### config.mk
export PLATFORM = sky130hd
export DESIGN_NAME = afesl_ctrl
export DESIGN_NICKNAME = d
export VERILOG_FILES = /design/src/afesl_pkg.sv /design/src/afesl_ctrl.sv
export SDC_FILE = /design/constraint.sdc
export NUM_CORES = 2
export LEC_CHECK = 0
export ABC_AREA = 1
export BUFFER_PORTS_ARGS = -buffer_cell sky130_fd_sc_hd__buf_2
export CAP_MARGIN = 15
export CORE_ASPECT_RATIO = 1.25
export CORE_MARGIN = 2
export CORE_UTILIZATION = 35
export DETAILED_ROUTE_END_ITERATION = 8
export PLACE_DENSITY_LB_ADDON = 0.08
export RECOVER_POWER = 50
export SLEW_MARGIN = 20
export SYNTH_ARGS = -nofsm -noshare
export SYNTH_HDL_FRONTEND = slang
export SYNTH_SLANG_ARGS = --single-unit
### constraint.sdc
create_clock -name clk -period 11.6 [get_ports clk]
set_input_delay 1.16 -clock clk [delete_from_list [all_inputs] [get_ports clk]]
set_output_delay 1.16 -clock clk [all_outputs]
set_load 0.05 [all_outputs]
### src/afesl_pkg.sv
// constants, types and register layout for the slot control block
package afesl_pkg;
  localparam int NUM_SLOTS = 12;
  localparam int NUM_PAIRS = 4;
  localparam int NUM_DRV   = 4;
  localparam int LEVEL_W   = 7;
  localparam int CLK_PERIOD_NS = 20;
  localparam int NS_PER_US     = 1000;
  localparam int CYC_PER_US    = NS_PER_US / CLK_PERIOD_NS;
  localparam logic [11:0] ADDR_GLOBAL    = 12'h000;
  localparam logic [11:0] ADDR_STATUS    = 12'h004;
  localparam logic [11:0] ADDR_SLOT_BASE = 12'h100;
  localparam logic [11:0] ADDR_SLOT_END  = 12'h1C0;
  localparam int SLOT_SHIFT = 4;
  localparam int SLOT_WORDS = 3;
  localparam int G_RUN_BIT  = 0;
  localparam int G_DIFF_LSB = 4;
  localparam int G_IDLE_LSB = 8;
  localparam int W0_ROUTE_LSB  = 0;
  localparam int W0_PRECON_LSB = 16;
  localparam int W0_CH2_BIT    = 19;
  localparam int W0_MODE_LSB   = 20;
  localparam int W0_SLOTEN_BIT = 22;
  localparam int W0_PREW_LSB   = 24;
  localparam int W2_SIDE_LSB   = 0;
  localparam int W2_PULSEW_LSB = 8;
  localparam logic [7:0]  PRE_WIDTH_US_RST   = 8'h08;
  localparam logic [7:0]  PULSE_WIDTH_US_RST = 8'h04;
  localparam logic [31:0] W0_RST = {PRE_WIDTH_US_RST, 24'h00_0000};
  localparam logic [31:0] W2_RST = {16'h0000, PULSE_WIDTH_US_RST, 8'h00};
  localparam logic [8:0]  TOTAL_LIMIT_MA = 9'h190;
  localparam logic [8:0]  DRIVER_MAX_MA  = 9'h0C8;
  localparam logic [6:0]  STEP_KNEE      = 7'h10;
  localparam logic [1:0]  RESP_OKAY   = 2'h0;
  localparam logic [1:0]  RESP_SLVERR = 2'h2;

  typedef enum logic [2:0] {
    ST_IDLE  = 3'h0,
    ST_PRE   = 3'h1,
    ST_PULSE = 3'h3,
    ST_CONV1 = 3'h2,
    ST_CONV2 = 3'h6,
    ST_WR1   = 3'h7,
    ST_WR2   = 3'h5,
    ST_NEXT  = 3'h4
  } afesl_state_e;

  typedef enum logic [1:0] {
    MODE_STANDARD = 2'h0,
    MODE_DIGINT   = 2'h1,
    MODE_IMPULSE  = 2'h2,
    MODE_RSVD     = 2'h3
  } afesl_mode_e;

  typedef enum logic [2:0] {
    PRE_FLOAT   = 3'h0,
    PRE_BIAS1   = 3'h1,
    PRE_BIAS2   = 3'h2,
    PRE_ICM     = 3'h3,
    PRE_AMP_REF = 3'h4,
    PRE_AMP_IN  = 3'h5,
    PRE_SHORT   = 3'h6
  } afesl_precon_e;

  typedef struct packed {
    logic [3:0][3:0] route;
    logic [2:0]      precon;
    logic            ch2_en;
    afesl_mode_e     mode;
    logic            slot_en;
    logic [7:0]      pre_w;
    logic [3:0]      sides;
    logic [7:0]      pulse_w;
    logic [3:0][6:0] level;
  } afesl_slot_s;

  typedef struct packed {
    logic       active;
    logic       diff;
    logic [3:0] route;
    logic [1:0] idle;
  } afesl_pair_s;

  typedef struct packed {
    logic [3:0]      side_a_en;
    logic [3:0]      side_b_en;
    logic [3:0][7:0] grant_ma;
  } afesl_led_s;
endpackage

### src/afesl_ctrl.sv
// slot sequencer, input routing, led drive control and axi4-lite registers
//
// Added by the designer: register access over AXI4-Lite and the address map.
module afesl_ctrl
  import afesl_pkg::*;
(
  input  wire logic                  clk,
  input  wire logic                  reset,
  input  wire logic                  ce,
  input  wire logic [11:0]           s_axi_awaddr,
  input  wire logic                  s_axi_awvalid,
  output logic                       s_axi_awready,
  input  wire logic [31:0]           s_axi_wdata,
  input  wire logic [3:0]            s_axi_wstrb,
  input  wire logic                  s_axi_wvalid,
  output logic                       s_axi_wready,
  output logic [1:0]                 s_axi_bresp,
  output logic                       s_axi_bvalid,
  input  wire logic                  s_axi_bready,
  input  wire logic [11:0]           s_axi_araddr,
  input  wire logic                  s_axi_arvalid,
  output logic                       s_axi_arready,
  output logic [31:0]                s_axi_rdata,
  output logic [1:0]                 s_axi_rresp,
  output logic                       s_axi_rvalid,
  input  wire logic                  s_axi_rready,
  input  wire logic                  adc_done,
  output logic                       adc_start,
  output logic                       adc_chan,
  output logic                       buf_wr,
  output logic                       buf_chan,
  output logic [3:0]                 slot_index,
  output logic                       ch2_power,
  output logic                       precon_active,
  output afesl_pkg::afesl_precon_e   precon_sel,
  output afesl_pkg::afesl_pair_s [3:0] pair_ctl,
  output afesl_pkg::afesl_led_s      led_ctl
);
  import afesl_pkg::*;

  logic                 run_r;
  logic [3:0]           diff_r;
  logic [3:0][1:0]      idle_r;
  logic [31:0]          w0_r [NUM_SLOTS];
  logic [31:0]          w1_r [NUM_SLOTS];
  logic [31:0]          w2_r [NUM_SLOTS];
  afesl_state_e         state_r;
  afesl_state_e         state_nxt;
  logic [3:0]           slot_r;
  logic [15:0]          cnt_r;
  afesl_slot_s          cur_r;
  afesl_slot_s          cfg_nxt;
  logic [3:0][7:0]      grant_r;
  logic [3:0][7:0]      grant_nxt;
  logic                 ch2_act;
  logic                 adc_start_r;
  logic                 adc_chan_r;
  logic                 aw_hold_r;
  logic                 w_hold_r;
  logic [11:0]          awaddr_r;
  logic [31:0]          wdata_r;
  logic [3:0]           wstrb_r;
  logic                 bvalid_r;
  logic [1:0]           bresp_r;
  logic                 rvalid_r;
  logic [1:0]           rresp_r;
  logic [31:0]          rdata_r;
  logic [31:0]          rd_word;
  logic                 rd_hit;
  logic [31:0]          wmask;
  logic [3:0]           wr_slot;

  // current code to milliamps, flat above the driver ceiling
  function automatic logic [8:0] code_ma(input logic [6:0] code);
    logic [8:0] ma;
    ma = 9'h000;
    if (code == 7'h00)
      ma = 9'h000;
    else if (code < STEP_KNEE)
      ma = {2'b00, code} + 9'h001;
    else
      ma = 9'h010 + {1'b0, code - 7'h0F, 1'b0};
    if (ma > DRIVER_MAX_MA)
      ma = DRIVER_MAX_MA;
    return ma;
  endfunction

  function automatic logic [15:0] us_cycles(input logic [7:0] us);
    logic [15:0] c;
    c = 16'(us) * 16'(CYC_PER_US);
    return (c == 16'h0000) ? 16'h0000 : c - 16'h0001;
  endfunction

  // unpack the upcoming slot words
  always_comb
  begin
    cfg_nxt.route   = w0_r[slot_r][W0_ROUTE_LSB +: 16];
    cfg_nxt.precon  = w0_r[slot_r][W0_PRECON_LSB +: 3];
    cfg_nxt.ch2_en  = w0_r[slot_r][W0_CH2_BIT];
    cfg_nxt.mode    = afesl_mode_e'(w0_r[slot_r][W0_MODE_LSB +: 2]);
    cfg_nxt.slot_en = w0_r[slot_r][W0_SLOTEN_BIT];
    cfg_nxt.pre_w   = w0_r[slot_r][W0_PREW_LSB +: 8];
    cfg_nxt.sides   = w2_r[slot_r][W2_SIDE_LSB +: 4];
    cfg_nxt.pulse_w = w2_r[slot_r][W2_PULSEW_LSB +: 8];
    for (int i = 0; i < NUM_DRV; i++)
      cfg_nxt.level[i] = w1_r[slot_r][8*i +: 7];
  end

  always_comb
  begin
    logic [8:0] left;
    logic [8:0] req;
    left = TOTAL_LIMIT_MA;
    req  = 9'h000;
    for (int i = 0; i < NUM_DRV; i++)
    begin
      req = code_ma(cfg_nxt.level[i]);
      if (req > left)
        req = left;
      grant_nxt[i] = req[7:0];
      left = left - req;
    end
  end

  assign ch2_act = cur_r.ch2_en && (cur_r.mode == MODE_STANDARD);

  always_comb
  begin
    state_nxt = state_r;
    case (state_r)
      ST_IDLE:
        if (run_r)
          state_nxt = !cfg_nxt.slot_en ? ST_NEXT :
                      (cfg_nxt.pre_w == 8'h00) ? ST_PULSE : ST_PRE;
      ST_PRE:
        if (cnt_r == 16'h0000)
          state_nxt = ST_PULSE;
      ST_PULSE:
        if (cnt_r == 16'h0000)
          state_nxt = ST_CONV1;
      ST_CONV1:
        if (adc_done && !adc_start_r)
          state_nxt = ch2_act ? ST_CONV2 : ST_WR1;
      ST_CONV2:
        if (adc_done && !adc_start_r)
          state_nxt = ST_WR1;
      ST_WR1:
        state_nxt = ch2_act ? ST_WR2 : ST_NEXT;
      ST_WR2:
        state_nxt = ST_NEXT;
      ST_NEXT:
        state_nxt = ST_IDLE;
      default:
        state_nxt = ST_IDLE;
    endcase
  end

  always_ff @(posedge clk)
  begin
    if (reset)
      state_r <= ST_IDLE;
    else if (ce)
      state_r <= state_nxt;
  end

  // slot walk, wraps after the last slot
  always_ff @(posedge clk)
  begin
    if (reset)
      slot_r <= 4'h0;
    else if (ce && state_r == ST_NEXT)
      slot_r <= (slot_r == 4'(NUM_SLOTS - 1)) ? 4'h0 : slot_r + 4'h1;
  end

  always_ff @(posedge clk)
  begin
    if (reset)
    begin
      cur_r   <= '0;
      grant_r <= '0;
    end
    else if (ce && state_r == ST_IDLE && run_r)
    begin
      cur_r   <= cfg_nxt;
      grant_r <= grant_nxt;
    end
  end

  always_ff @(posedge clk)
  begin
    if (reset)
      cnt_r <= 16'h0000;
    else if (ce)
    begin
      if (state_r == ST_IDLE)
        cnt_r <= (cfg_nxt.pre_w == 8'h00) ? us_cycles(cfg_nxt.pulse_w)
                                          : us_cycles(cfg_nxt.pre_w);
      else if (state_r == ST_PRE && cnt_r == 16'h0000)
        cnt_r <= us_cycles(cur_r.pulse_w);
      else if (cnt_r != 16'h0000)
        cnt_r <= cnt_r - 16'h0001;
    end
  end

  always_ff @(posedge clk)
  begin
    if (reset)
    begin
      adc_start_r <= 1'b0;
      adc_chan_r  <= 1'b0;
    end
    else if (ce)
    begin
      adc_start_r <= (state_nxt == ST_CONV1 && state_r != ST_CONV1) ||
                     (state_nxt == ST_CONV2 && state_r != ST_CONV2);
      if (state_nxt == ST_CONV1)
        adc_chan_r <= 1'b0;
      else if (state_nxt == ST_CONV2)
        adc_chan_r <= 1'b1;
    end
  end

  assign adc_start = adc_start_r;
  assign adc_chan  = adc_chan_r;
  assign buf_wr    = ce && (state_r == ST_WR1 || state_r == ST_WR2);
  assign buf_chan  = (state_r == ST_WR2);
  assign slot_index = slot_r;
  // second channel powered in its slot
  assign ch2_power = ch2_act && state_r != ST_IDLE && state_r != ST_NEXT;
  assign precon_active = (state_r == ST_PRE);
  assign precon_sel    = afesl_precon_e'(cur_r.precon);

  always_comb
  begin
    for (int p = 0; p < NUM_PAIRS; p++)
    begin
      pair_ctl[p].active = (state_r == ST_PRE || state_r == ST_PULSE) &&
                           (cur_r.route[p] != 4'h0);
      pair_ctl[p].diff   = diff_r[p];
      pair_ctl[p].route  = cur_r.route[p];
      pair_ctl[p].idle   = idle_r[p];
    end
  end

  // one side per driver, code zero off
  always_comb
  begin
    for (int d = 0; d < NUM_DRV; d++)
    begin
      led_ctl.side_a_en[d] = (state_r == ST_PULSE) && (grant_r[d] != 8'h00) &&
                             !cur_r.sides[d];
      led_ctl.side_b_en[d] = (state_r == ST_PULSE) && (grant_r[d] != 8'h00) &&
                             cur_r.sides[d];
    end
    led_ctl.grant_ma = grant_r;
  end

  // axi write side, address and data taken in either order
  assign s_axi_awready = !aw_hold_r && !bvalid_r;
  assign s_axi_wready  = !w_hold_r && !bvalid_r;
  assign s_axi_bvalid  = bvalid_r;
  assign s_axi_bresp   = bresp_r;

  function automatic logic slot_hit(input logic [11:0] a);
    return (a >= ADDR_SLOT_BASE) && (a < ADDR_SLOT_END) && (a[1:0] == 2'h0) &&
           (a[3:2] < 2'(SLOT_WORDS));
  endfunction

  always_comb
  begin
    for (int b = 0; b < 4; b++)
      wmask[8*b +: 8] = {8{wstrb_r[b]}};
  end

  assign wr_slot = awaddr_r[7:4];

  always_ff @(posedge clk)
  begin
    if (reset)
    begin
      aw_hold_r <= 1'b0;
      w_hold_r  <= 1'b0;
      awaddr_r  <= 12'h000;
      wdata_r   <= 32'h0000_0000;
      wstrb_r   <= 4'h0;
      bvalid_r  <= 1'b0;
      bresp_r   <= RESP_OKAY;
    end
    else if (ce)
    begin
      if (s_axi_awvalid && s_axi_awready)
      begin
        aw_hold_r <= 1'b1;
        awaddr_r  <= s_axi_awaddr;
      end
      if (s_axi_wvalid && s_axi_wready)
      begin
        w_hold_r <= 1'b1;
        wdata_r  <= s_axi_wdata;
        wstrb_r  <= s_axi_wstrb;
      end
      if (aw_hold_r && w_hold_r)
      begin
        aw_hold_r <= 1'b0;
        w_hold_r  <= 1'b0;
        bvalid_r  <= 1'b1;
        bresp_r   <= (awaddr_r == ADDR_GLOBAL || awaddr_r == ADDR_STATUS ||
                      slot_hit(awaddr_r)) ? RESP_OKAY : RESP_SLVERR;
      end
      else if (bvalid_r && s_axi_bready)
        bvalid_r <= 1'b0;
    end
  end

  always_ff @(posedge clk)
  begin
    if (reset)
    begin
      run_r  <= 1'b0;
      diff_r <= 4'h0;
      idle_r <= '0;
    end
    else if (ce && aw_hold_r && w_hold_r && awaddr_r == ADDR_GLOBAL)
    begin
      if (wstrb_r[0])
      begin
        run_r  <= wdata_r[G_RUN_BIT];
        diff_r <= wdata_r[G_DIFF_LSB +: 4];
      end
      if (wstrb_r[1])
        idle_r <= wdata_r[G_IDLE_LSB +: 8];
    end
  end

  // slot words may change mid-slot; the running slot keeps its latched copy
  always_ff @(posedge clk)
  begin
    if (reset)
    begin
      for (int i = 0; i < NUM_SLOTS; i++)
      begin
        w0_r[i] <= W0_RST;
        w1_r[i] <= 32'h0000_0000;
        w2_r[i] <= W2_RST;
      end
    end
    else if (ce && aw_hold_r && w_hold_r && slot_hit(awaddr_r))
    begin
      case (awaddr_r[3:2])
        2'h0:    w0_r[wr_slot] <= (w0_r[wr_slot] & ~wmask) | (wdata_r & wmask);
        2'h1:    w1_r[wr_slot] <= (w1_r[wr_slot] & ~wmask) | (wdata_r & wmask);
        2'h2:    w2_r[wr_slot] <= (w2_r[wr_slot] & ~wmask) | (wdata_r & wmask);
        default: w2_r[wr_slot] <= w2_r[wr_slot];
      endcase
    end
  end

  // axi read side
  assign s_axi_arready = !rvalid_r;
  assign s_axi_rvalid  = rvalid_r;
  assign s_axi_rdata   = rdata_r;
  assign s_axi_rresp   = rresp_r;

  always_comb
  begin
    logic [3:0] s;
    s = s_axi_araddr[7:4];
    rd_word = 32'h0000_0000;
    rd_hit  = 1'b1;
    if (s_axi_araddr == ADDR_GLOBAL)
      rd_word = {16'h0000, idle_r, diff_r, 3'h0, run_r};
    else if (s_axi_araddr == ADDR_STATUS)
      rd_word = {20'h00000, 1'b0, state_r, 4'h0, slot_r};
    else if (slot_hit(s_axi_araddr))
    begin
      case (s_axi_araddr[3:2])
        2'h0:    rd_word = w0_r[s] & 32'hFF7F_FFFF;
        2'h1:    rd_word = w1_r[s] & 32'h7F7F_7F7F;
        default: rd_word = w2_r[s] & 32'h0000_FF0F;
      endcase
    end
    else
      rd_hit = 1'b0;
  end

  always_ff @(posedge clk)
  begin
    if (reset)
    begin
      rvalid_r <= 1'b0;
      rdata_r  <= 32'h0000_0000;
      rresp_r  <= RESP_OKAY;
    end
    else if (ce)
    begin
      if (s_axi_arvalid && !rvalid_r)
      begin
        rvalid_r <= 1'b1;
        rdata_r  <= rd_word;
        rresp_r  <= rd_hit ? RESP_OKAY : RESP_SLVERR;
      end
      else if (rvalid_r && s_axi_rready)
        rvalid_r <= 1'b0;
    end
  end

  // checking helpers
  logic [15:0] pre_len_h;
  always_ff @(posedge clk)
  begin
    if (reset)
      pre_len_h <= 16'h0000;
    else if (ce)
      pre_len_h <= (state_r == ST_PRE) ? pre_len_h + 16'h0001 : 16'h0000;
  end
endmodule

==> flow_summary.json <==
{
  "syn_area_um2": 83800,
  "cts_root_buf": "clkbuf_16",
  "cp_slowest_cell": "fa_1",
  "postSynthAreaPerCell_um2": 7.72,
  "gr-usage-met3_pct": 5.73,
  "coreArea_um2": 238000,
  "crit_type": "flop to flop",
  "grt_max_degree": 232,
  "ys_seq_area_share_pct": 45.4,
  "cts_made_buffers": 166,
  "drv_slew": 924,
  "clk_path_buf_depth": 4,
  "grt.busiest_layer": "met2",
  "fin_crit_ps": 10560,
  "io_buffers": 190,
  "place_ws_ps": 884,
  "hold_class": "flop to flop",
  "die_h_um": 551,
  "skew_ps": 48.9,
  "synth-seq-cells": 1332,
  "clk_pin_slew_worst_paths_ps": 60,
  "status": "finished, violations left",
  "synth_flop_cell": "edfxtp_1",
  "cts_tree": "done",
  "synth_edf_count": 1136,
  "grt_overflow_total": 0,
  "final_util_pct": 39.0,
  "drt-initial-drc-count": 9773,
  "antenna_found_initial": 13,
  "drcViolationCount": 0,
  "p_leak_uw": 0.0356,
  "use_met2_pct": 49.5,
  "drive_gt1_share_pct": 5.78,
  "critPathRequiredTime_ps": 12300,
  "die_x_um": 442,
  "routabilityCongestion": 0.870,
  "mostFrequentLayoutCell": "o21ai_0",
  "placed_area_um2": 87800,
  "wl_per_cell_um": 27.5,
  "grt_util_met1_pct": 38.1,
  "maxCapViolCount": 28,
  "synthCells": 10900,
  "area_growth_pct": 10.6,
  "grt_setup_unrepaired": "no",
  "num_io_pins": 195,
  "initial_core_util_pct": 35.3,
  "crit_fanout": 59,
  "ir_drop_mv": 0.315,
  "vias_per_cell": 5.84,
  "min_period_over_period_pct": 91.0,
  "tns_ps": 0,
  "slew_headroom_pct": -185,
  "crit_path_start_kind": "flop",
  "p_per_area_nw_per_um2": 170,
  "grt_pass1_wl_mm": 542,
  "cpPeakStageDelay_ps": 450,
  "fmax_mhz": 94.7,
  "dieArea_um2": 243000,
  "violations": "capacitance limit, slew limit",
  "arrival_ps": 11260,
  "design_area_um2": 92700,
  "insertion_delay_ps": 880,
  "ctsHoldBuffers": 0,
  "worst_setup_path_end_kind": "flop",
  "vias": 81800,
  "setup_violations": 0,
  "holdWs_ps": 465,
  "drt_pass1_iterations": 8,
  "async_flop_share_pct": 0,
  "clock_sinks": 1332,
  "ant_nets": 0,
  "grt_pass1_vias": 76300,
  "final_cell_mix": "o21ai_0, nor2_1, a21oi_1, edfxtp_1, nand2_1",
  "synthDistinctLibCells": 70,
  "setup_ws_ps": 1040,
  "crit_path_frequent_cell": "nand2_1",
  "grtUsageTotal_pct": 30.4,
  "fp-row-count": 200,
  "tightest_slew_ps": 4270,
  "hold_violations": 0,
  "drt-total-wl_mm": 385,
  "hpwl_mm": 228,
  "synth_warnings": 0,
  "finalNetCount": 11000,
  "h-tree-depth": 4
}
[stage by stage]
step / cells / power [uW]
after floorplan: 11100 / 8980
after global placement: 13700 / 10500
after detailed placement: 13700 / 10500
after CTS: 14000 / 15700
after global routing: 14000 / 16600
final: 14000 / 15700
[where the power goes]
| part | internal (uW) | switching [uW] | total, uW |
|---|---|---|---|
| clock network | 2990 | 2190 | 5180 |
| logic | 1670 | 3210 | 4880 |
| registers | 5510 | 165 | 5680 |
| total | 10200 | 5570 | 15700 |
[routing by layer]
layer / wire [um] / up-vias
met2: 175000 / 4660
met5: 18 / -
met3: 36800 / 1010
met4: 23500 / 2
met1: 150000 / 39100
li1: - / 37000
[cell type report]
class	count	area, um^2
clock inverter	80	704
antenna	6	15.0
fill	24500	145000
sequential	1332	38100
clock buffer	205	4480
inverter	1043	3980
tap	3131	3920
multi-input combinational	7816	39100
timing repair buffer	398	2500
[synth_stat cells (5+ instances only)]
library cell  count  area, um^2
or2_2            16         100
xor2_1           67         587
xnor2_1          16         140
o21ai_0        1773        8870
o21ai_1          69         345
buf_6            29         327
o21ai_2           9        78.8
a32oi_1           5        43.8
dfxtp_1         196        3920
nor2_2            7        43.8
o22ai_1          30         188
o221ai_1         33         289
inv_2            23        86.3
nor3_1           24         120
and2_1            8        50.1
buf_1            81         304
inv_1          1010        3790
clkinv_1          7        26.3
nor2_1         1378        5170
ha_1            153        1910
edfxtp_1       1136       34100
o211ai_1        303        2270
or2_1             5        31.3
o32ai_1          11        96.3
a211oi_1         48         360
nor3_2            5        50.1
a31oi_1          38         238
nand4_1          32         200
a221oi_1         17         149
clkbuf_1        751        2820
fa_1             11         220
buf_2            46         230
nor4_1            5        31.3
nand3_1         893        4470
a21oi_1        1369        6850
nand2_2          18         113
nand2_1        1109        4160
a22oi_1           8        60.1
o21bai_1         13        97.6
buf_4            45         338
[path summary, 6_finish.rpt]
path / from / to / slack (ps) / cells after the start
min: s_axi_rdata[9] / s_axi_rdata[9] / 470 / 2
max reg2reg: flop / led_ctl[27] / 1040 / 68
min reg2reg: s_axi_rdata[9] / s_axi_rdata[9] / 470 / 2
max: flop / led_ctl[27] / 1040 / 68
[state kept, by name, indices dropped and copies added, names as in the netlist, 4 cells and up, named ones only]
name / cells
wdata_r: 31
diff_r: 4
led_ctl: 32
w1_r: 448
awaddr_r: 12
s_axi_rdata: 31
w2_r: 192
w0_r: 496
wstrb_r: 4
slot_index: 4
cnt_r: 16
pair_ctl: 24
cur_r: 15
[critical path, delay by kind of cell (launching register included)]
family,cells,cell delay (ps)
AOI/OAI and AO/OA,13,2250
xor gates and xnor gates,3,630
adders and majority gates,8,2540
buffers and inverters,12,1570
DFF,1,390
and+or+nand+nor,32,2940
[cells by family (layout without fill, tap and decap cells)]
kind of cell / Yosys count / count (layout) / synth area share, %
multiplexers: 1 / 1 / 0.0119
XOR/XNOR: 85 / 85 / 0.906
other: 1 / 296 / 0.00447
adder cells (fa/ha/maj): 164 / 164 / 2.55
flip-flops: 1332 / 1332 / 45.4
AND/OR/NAND/NOR: 3528 / 3528 / 17.7
buffers and inverters: 1995 / 1726 / 9.47
AO/OA/AOI/OAI: 3748 / 3748 / 24.0
[repair_timing]
| action | CTS | global route |
|---|---|---|
| setup buffers | 0 | 3 |
| setup endpoints to repair | 0 | 8 |
| gates resized for setup | 0 | 7 |
(Power assumes the default switching activity.)
